### src/hdl/hvgpio_defines.svh
// Behaviour
// RL1: Clear direction and pull-up: high-Z or pulled-down input.
// RL2: Pull-up only gives pulled-up input; both reserved.
// RL3: Direction set, a pull clear: push/pull output.
// RL4: Direction and both pulls set: open-drain output.
// RL5: Strength bit picks low or high pull current.
// RL6: Receiver always active; port read returns pin.
// RL7: Threshold bit picks low or high receive threshold.
// RL8: Heavy-sink pins receive at high threshold in input.
// RL9: Threshold bit picks direct or divided ADC routing.
// RL10: LED enable with port bit high drives LED source.
// RL11: LED current code spans zero to maximum uniformly.
// RL12: Software checks driven-low pin and releases it.
// RL13: Software checks heavy-sink pull-down and disables it.
// RL14: Software prefers push/pull for inductive loads.
// RL15: Sensed level passes two flops before use.
`ifndef HVGPIO_DEFINES_SVH
`define HVGPIO_DEFINES_SVH
`define HVGPIO_GEN_PINS 15
`define HVGPIO_SINK_PINS 8
`define HVGPIO_LED_CODE_W 4
`define HVGPIO_LED_CODE_MAX 4'hF
`define HVGPIO_ADC_DIV 8
`endif

### src/hdl/hvgpio_pkg.sv
package hvgpio_pkg;
  typedef enum logic [1:0] {
    HVGPIO_HIZ_IN = 2'h0,
    HVGPIO_PULL_IN = 2'h1,
    HVGPIO_PUSH_PULL = 2'h3,
    HVGPIO_OPEN_DRAIN = 2'h2
  } hvgpio_func_t;
  typedef struct packed {
    logic pin_direction;
    logic pullup_enable;
    logic pulldown_enable;
    logic pull_strength;
    logic threshold_select;
  } hvgpio_cfg_t;
  typedef struct packed {
    logic outEn;
    logic outLevel;
    logic pullUpOn;
    logic pullDownOn;
    logic pullHigh;
    logic thrHigh;
    logic adcDivided;
    logic reserved;
  } hvgpio_pad_t;
endpackage

### src/hdl/hvgpio_pad_config.sv
`timescale 1ns/1ps
`include "hvgpio_defines.svh"
module hvgpio_pad_config
  import hvgpio_pkg::*;
#(
  parameter int GenPins = `HVGPIO_GEN_PINS,
  parameter int SinkPins = `HVGPIO_SINK_PINS
) (
  input wire logic sys_clk,
  input wire logic rst,
  input wire hvgpio_cfg_t [GenPins+SinkPins-1:0] pinCfg,
  input wire logic [GenPins+SinkPins-1:0] portOut,
  input wire logic [GenPins+SinkPins-1:0] padIn,
  input wire logic led_source_enable,
  input wire logic [`HVGPIO_LED_CODE_W-1:0] ledCode,
  output hvgpio_pad_t [GenPins+SinkPins-1:0] padCtl_q,
  output logic [GenPins+SinkPins-1:0] padOutEnN_q,
  output logic [GenPins+SinkPins-1:0] portIn_q,
  output logic ledSourceOn_q,
  output logic [`HVGPIO_LED_CODE_W-1:0] ledCode_q
);
  localparam int Pins = GenPins + SinkPins;
  // Pin 0 is the LED-capable general pin.
  logic [Pins-1:0] padSync1_q;

  always_ff @(posedge sys_clk) begin
    if (rst) begin
      padSync1_q <= '0;
      portIn_q <= '0;
    end else begin
      padSync1_q <= padIn; // RL15
      portIn_q <= padSync1_q; // RL6 RL15
    end
  end

  genvar i;
  generate
    for (i = 0; i < Pins; i++) begin : g_pin
      hvgpio_cfg_t c;
      hvgpio_func_t f;
      hvgpio_pad_t d;
      assign c = pinCfg[i];
      always_comb begin
        if (!c.pin_direction) begin
          f = (c.pullup_enable || c.pulldown_enable) ? HVGPIO_PULL_IN : HVGPIO_HIZ_IN; // RL1 RL2
        end else if (c.pullup_enable && c.pulldown_enable) begin
          f = HVGPIO_OPEN_DRAIN; // RL4
        end else begin
          f = HVGPIO_PUSH_PULL; // RL3
        end
        d = '0;
        d.reserved = !c.pin_direction && c.pullup_enable && c.pulldown_enable; // RL2
        // The reserved input case enables no pull so both pulls never fight.
        d.pullUpOn = (f == HVGPIO_PULL_IN) && c.pullup_enable && !d.reserved; // RL2
        d.pullDownOn = (f == HVGPIO_PULL_IN) && c.pulldown_enable && !d.reserved; // RL1
        d.pullHigh = c.pull_strength; // RL5
        d.outEn = (f == HVGPIO_PUSH_PULL) || ((f == HVGPIO_OPEN_DRAIN) && !portOut[i]); // RL3 RL4
        d.outLevel = (f == HVGPIO_PUSH_PULL) && portOut[i]; // RL3 RL4
        if (i >= GenPins) begin
          d.thrHigh = !c.pin_direction || c.threshold_select; // RL8
        end else begin
          d.thrHigh = c.threshold_select; // RL7
        end
        d.adcDivided = c.threshold_select; // RL9
      end
      always_ff @(posedge sys_clk) begin
        if (rst) begin
          padCtl_q[i] <= '0;
          padOutEnN_q[i] <= 1'h1;
        end else begin
          padCtl_q[i] <= d;
          padOutEnN_q[i] <= !d.outEn;
        end
      end
    end
  endgenerate

  always_ff @(posedge sys_clk) begin
    if (rst) begin
      ledSourceOn_q <= 1'h0;
      ledCode_q <= '0;
    end else begin
      ledSourceOn_q <= led_source_enable && portOut[0]; // RL10
      ledCode_q <= ledCode; // RL11
    end
  end
endmodule

### config.mk
export PLATFORM = sky130hd
export DESIGN_NAME = hvgpio_pad_config
export DESIGN_NICKNAME = d
export VERILOG_FILES = /design/src/hdl/hvgpio_pkg.sv /design/src/hdl/hvgpio_pad_config.sv
export VERILOG_INCLUDE_DIRS = /design/src /design/src/hdl
export SDC_FILE = /design/constraint.sdc
export NUM_CORES = 1
export LEC_CHECK = 0
export BUFFER_PORTS_ARGS = -buffer_cell sky130_fd_sc_hd__buf_2
export CORE_AREA = 2 2 156 158
export CTS_CLUSTER_DIAMETER = 100
export DETAILED_ROUTE_END_ITERATION = 8
export DIE_AREA = 0 0 158 160
export HOLD_SLACK_MARGIN = 0.15
export PLACE_DENSITY = 0.61
export SLEW_MARGIN = 25
export SYNTH_ARGS = -nofsm -noshare
export SYNTH_HDL_FRONTEND = slang
export SYNTH_SLANG_ARGS = --single-unit
### constraint.sdc
create_clock -name sys_clk -period 1 [get_ports sys_clk]
set_input_delay 0.25 -clock sys_clk [delete_from_list [all_inputs] [get_ports sys_clk]]
set_output_delay 0.25 -clock sys_clk [all_outputs]
set_load 0.01 [all_outputs]
Yosys cells after proc, flatten, opt, wreduce, memory -nomap -nowiden. Index checks and enable logic that the tools add are counted. W data, S select, Z words.

Eq/ne operators: 69. Shift-type cells: 0. Magnitude comparators: 0. Mux-type cells: 69. Bitwise operators: 0. Multipliers: 0. Div/mod/pow operators: 0. Add/sub/neg operators: 0. Reductions and logical operators: 354.

Operators by type and width (number): $logic_and A1 B1 Y1 (208); $eq A2 B2 Y1 const B (46); $logic_not A1 Y1 (92); $logic_or A1 B1 Y1 (54); $eq A2 B1 Y1 const B (23); $mux W1 (46); $mux W2 (23).

Register bits after elaboration: 243. Bits in writable memories: 0. Input bits: 168. Word-level logic and storage cells: 688. Memories: 0. Output and inout port bits: 235. Latch bits: 0. Bits in read-only memories: 0.

Depth between registers and ports, before layout.
Depth after elaboration: 7. Depth in mapped cells: 4. Depth with buffers taken out: 2.

Worst setup path after synthesis. No wires, ideal clock.

Path kind: input port to flip-flop. From: in rst. To: reg padCtl_q[164] (netlist name). Data required time: 0.904 ns. Arrival: 0.805 ns. Path slack: 0.099 ns. Stages: 4. Buffers on the path: 3. Cell sequence: buf_6 > buf_6 > buf_6 > nor4b_1.

RTL lines: from (decl) (line hvgpio_pad_config.sv:10) `input wire logic rst,`; to (signal, indexed assignment) (line hvgpio_pad_config.sv:68) `padCtl_q[i] <= '0;`; to (signal, indexed assignment) (line hvgpio_pad_config.sv:71) `padCtl_q[i] <= d;`; to (decl) (line hvgpio_pad_config.sv:16) `output hvgpio_pad_t [GenPins+SinkPins-1:0] padCtl_q,`.

No word-level cell between the ends.

==> results.py <==
metrics = {
    "run_status": {
        "status": "complete, but fails checks",
        "violations": "negative setup slack",
    },
    "final_layout": {
        "drive_gt1_share_pct": 50.9,
        "post-route-util_pct": 55.2,
        "area_delta_synth_final_pct": 86.9,
        "nets": 1343,
        "antenna_cells": 0,
        "nFillCells": 1950,
        "fin_cells": 1518,
    },
    "cts": {
        "htree_levels": 1,
        "clk_latency_ns": 0.53,
        "post-cts-setup-buffers": 0,
        "cts.reportedPaths.clkPinSlew_ns": 0.06,
        "cts_tree": "done",
        "cts_sinks": 243,
        "numCtsBuffers": 26,
        "cts_buffer_depth": 3,
        "root_buffer": "clkbuf_16",
    },
    "route": {
        "drt-total-wl_um": 24400,
        "vias_per_cell": 4.28,
        "detail-route-antenna-nets": 0,
        "route.detailed.drc": 0,
        "wire_per_inst_um": 16.1,
        "vias": 6490,
        "firstDrtPassIters": 4,
        "drtIter0Drc": 292,
    },
    "setup_path": {
        "critPathBufInv": 1,
        "slowest_delay_ns": 0.36,
        "rrSetupSlack_ns": 0.48,
        "crit_family": "flip-flops",
        "crit_end": "padCtl_q[34]",
        "ff2ff_path_depth": 1,
        "r2r_start": "padSync1_q[22]",
        "cp_slowest_cell": "dfxtp_4",
        "reg2reg_to": "portIn_q[22]",
        "path_cells": "buf_6",
        "worstPathMaxFanout": 2,
        "cp.arrival_ns": 1.01,
        "cp.required_ns": 0.75,
        "critPathKind": "flip-flop to output pin",
        "end_kind": "output pin",
        "start_kind": "flip-flop",
        "critPathLaunch": "padCtl_q[33]",
        "crit_cells": 1,
    },
    "global_routing": {
        "grt_max_degree": 47,
        "grt_pass1_wl_um": 34200,
        "first_global_vias": 6738,
        "globalRouteOverflowTotal": 0,
        "grt_usage_pct": 17.2,
        "antenna_found_initial": 1,
    },
    "pwr": {
        "vdd_ir_drop_max_uv": 1300,
        "power_per_cell_area_mw_per_mm2": 1750,
        "p_leak_uw": 0.00599,
    },
    "synthesis": {
        "syn_area_per_cell_sq_um": 11.7,
        "yosys.area.top_type": "dfxtp_1",
        "yosys.area_share.simple_pct": 26.0,
        "synth_seq_cells": 243,
        "synth-compound-area-share_pct": 0.569,
        "synth_most_common_cell": "dfxtp_1",
        "synth.top_cells.by_area": "dfxtp_1 69%, nor2b_1 9.9%, nor4b_1 5.7%, nand2_1 2.5%, and2_1 2.0%",
        "synth_area_sq_mm": 0.00703,
        "post_synth_mux_area_share_pct": 0,
        "synth_xor_area_share_pct": 0,
        "synth_edf_count": 0,
        "syn_nets": 769,
        "synth_top_area_share_pct": 69.2,
        "synthCells": 601,
        "synth_top_family_by_area": "simple AND/OR/NAND/NOR gates",
        "synthFlopType": "dfxtp_1",
        "synthAdderAreaFrac_pct": 0,
        "synth-seq-area-share_pct": 69.2,
        "ys_types": 14,
        "async_reset_ff_share_pct": 0,
        "yosysWarnings": 0,
        "synthTopCellsByCount": "243 x dfxtp_1, 111 x nor2b_1, 47 x nand2_1, 46 x nor4b_1",
    },
    "floorplan": {
        "die_y_um": 160,
        "num_io_pins": 403,
        "core-area_sq_mm": 0.0238,
        "start_util_pct": 29.5,
        "die-area_sq_mm": 0.0253,
        "std_cell_rows": 57,
        "die_width_um": 158,
    },
    "placed_design": {
        "gp_congestion": 0.778,
        "port_buffers": 402,
        "dpl.hpwl_um": 15200,
        "placed_cells": 1302,
    },
    "timing": {
        "setup_viol": 247,
        "rsz0062_at_grt": "yes",
        "tightest_slew_ns": 0.573,
        "max_freq_ghz": 0.795,
        "slew_headroom_pct": 61.6,
        "setup_ws_ns": -0.258,
        "fin_skew_ns": 0.00714,
        "period_minus_slack_ns": 1.26,
        "slew_viol_final": 0,
        "finalHoldViolCount": 0,
        "fin_setup_tns_ns": -51.00,
        "period_share_pct": 126,
    },
    "job": {
        "maxCapViolations": 0,
    },
    "worst_hold_path": {
        "worstHoldPathType": "primary input to flip-flop",
    },
}
[layout by cell type (no fill, tap or decap), drive strengths merged]
cell | synthesis | layout
buf | 37 | 414
dfxtp | 243 | 243
dlygate4sd3 | 0 | 169
nor2b | 111 | 111
nand2 | 47 | 47
nor4b | 46 | 46
clkbuf | 0 | 31
nand3 | 23 | 23
and2 | 23 | 23
and3 | 23 | 23
nor3 | 23 | 23
inv | 8 | 10
clkinv | 0 | 10
nor2 | 9 | 9
a21oi | 8 | 8
bufinv | 0 | 4
[kinds of logic (layout without fill, tap and decap cells)]
logic type	count (synthesis)	count (layout)
AO/OA/AOI/OAI	8	8
AND/OR/NAND/NOR	305	305
buffers and inverters	45	638
flip-flops	243	243
[sequential cells by signal, summed over array words and instances, names as in the netlist]
signal / cells
portIn_q: 23
ledSourceOn_q: 1
padOutEnN_q: 23
padCtl_q: 169
ledCode_q: 4
padSync1_q: 23
[repair_timing]
item | CTS | global route
hold endpoints to repair | 220 | 5
gates resized for setup | 185 | 142
hold buffers | 167 | 3
endpoints found under the setup margin | 235 | 403
[per-stage QoR]
| stage | setup WS (ns) | hold WS [ns] | cell area (sq um) | power [uW] |
|---|---|---|---|---|
| floorplan | 0.0990 | 0.327 | 7030 | 11200 |
| global placement | -0.0942 | 0.417 | 9340 | 12100 |
| detailed placement | -0.0762 | 0.425 | 9340 | 12200 |
| CTS | -0.276 | 0.121 | 12600 | 23000 |
| global route | -0.288 | 0.110 | 13100 | 23900 |
| finish | -0.258 | 0.110 | 13100 | 23100 |
[cell type report]
cell class / count / area (sq um) / area share [%]
Inverter: 8 / 30.0 / 0.228
Clock inverter: 16 / 203 / 1.54
Tap cell: 324 / 405 / 3.08
Timing Repair Buffer: 583 / 4880 / 37.1
Clock buffer: 31 / 709 / 5.40
Sequential cell: 243 / 5050 / 38.4
Multi-Input combinational cell: 313 / 1870 / 14.2
[metal layers]
metal | track usage, % | vias up | wire (um)
li1 | - | 3117 | -
met1 | 16.6 | 3009 | 8500
met2 | 33.0 | 289 | 12700
met3 | 5.64 | 73 | 2240
met4 | 6.67 | 2 | 904
met5 | 0 | - | 12
[power by group]
group	switching, uW	total [uW]	internal (uW)
combinational	1070	2630	1550
clock	3970	10100	6120
sequential	188	10400	10200
[worst min path at each step]
stage                              start             to  slack [ns]  cells after the start
after floorplan               pinCfg[64]  padCtl_q[100]        0.33                      1
after global placement     padSync1_q[0]    portIn_q[0]        0.42                      1
after detailed placement  padSync1_q[11]   portIn_q[11]        0.42                      1
after CTS                            rst  padCtl_q[138]        0.12                      3
after global routing                 rst  padCtl_q[148]        0.11                      3
final                                rst  padCtl_q[164]        0.11                      3
(Power assumes the default switching activity.)
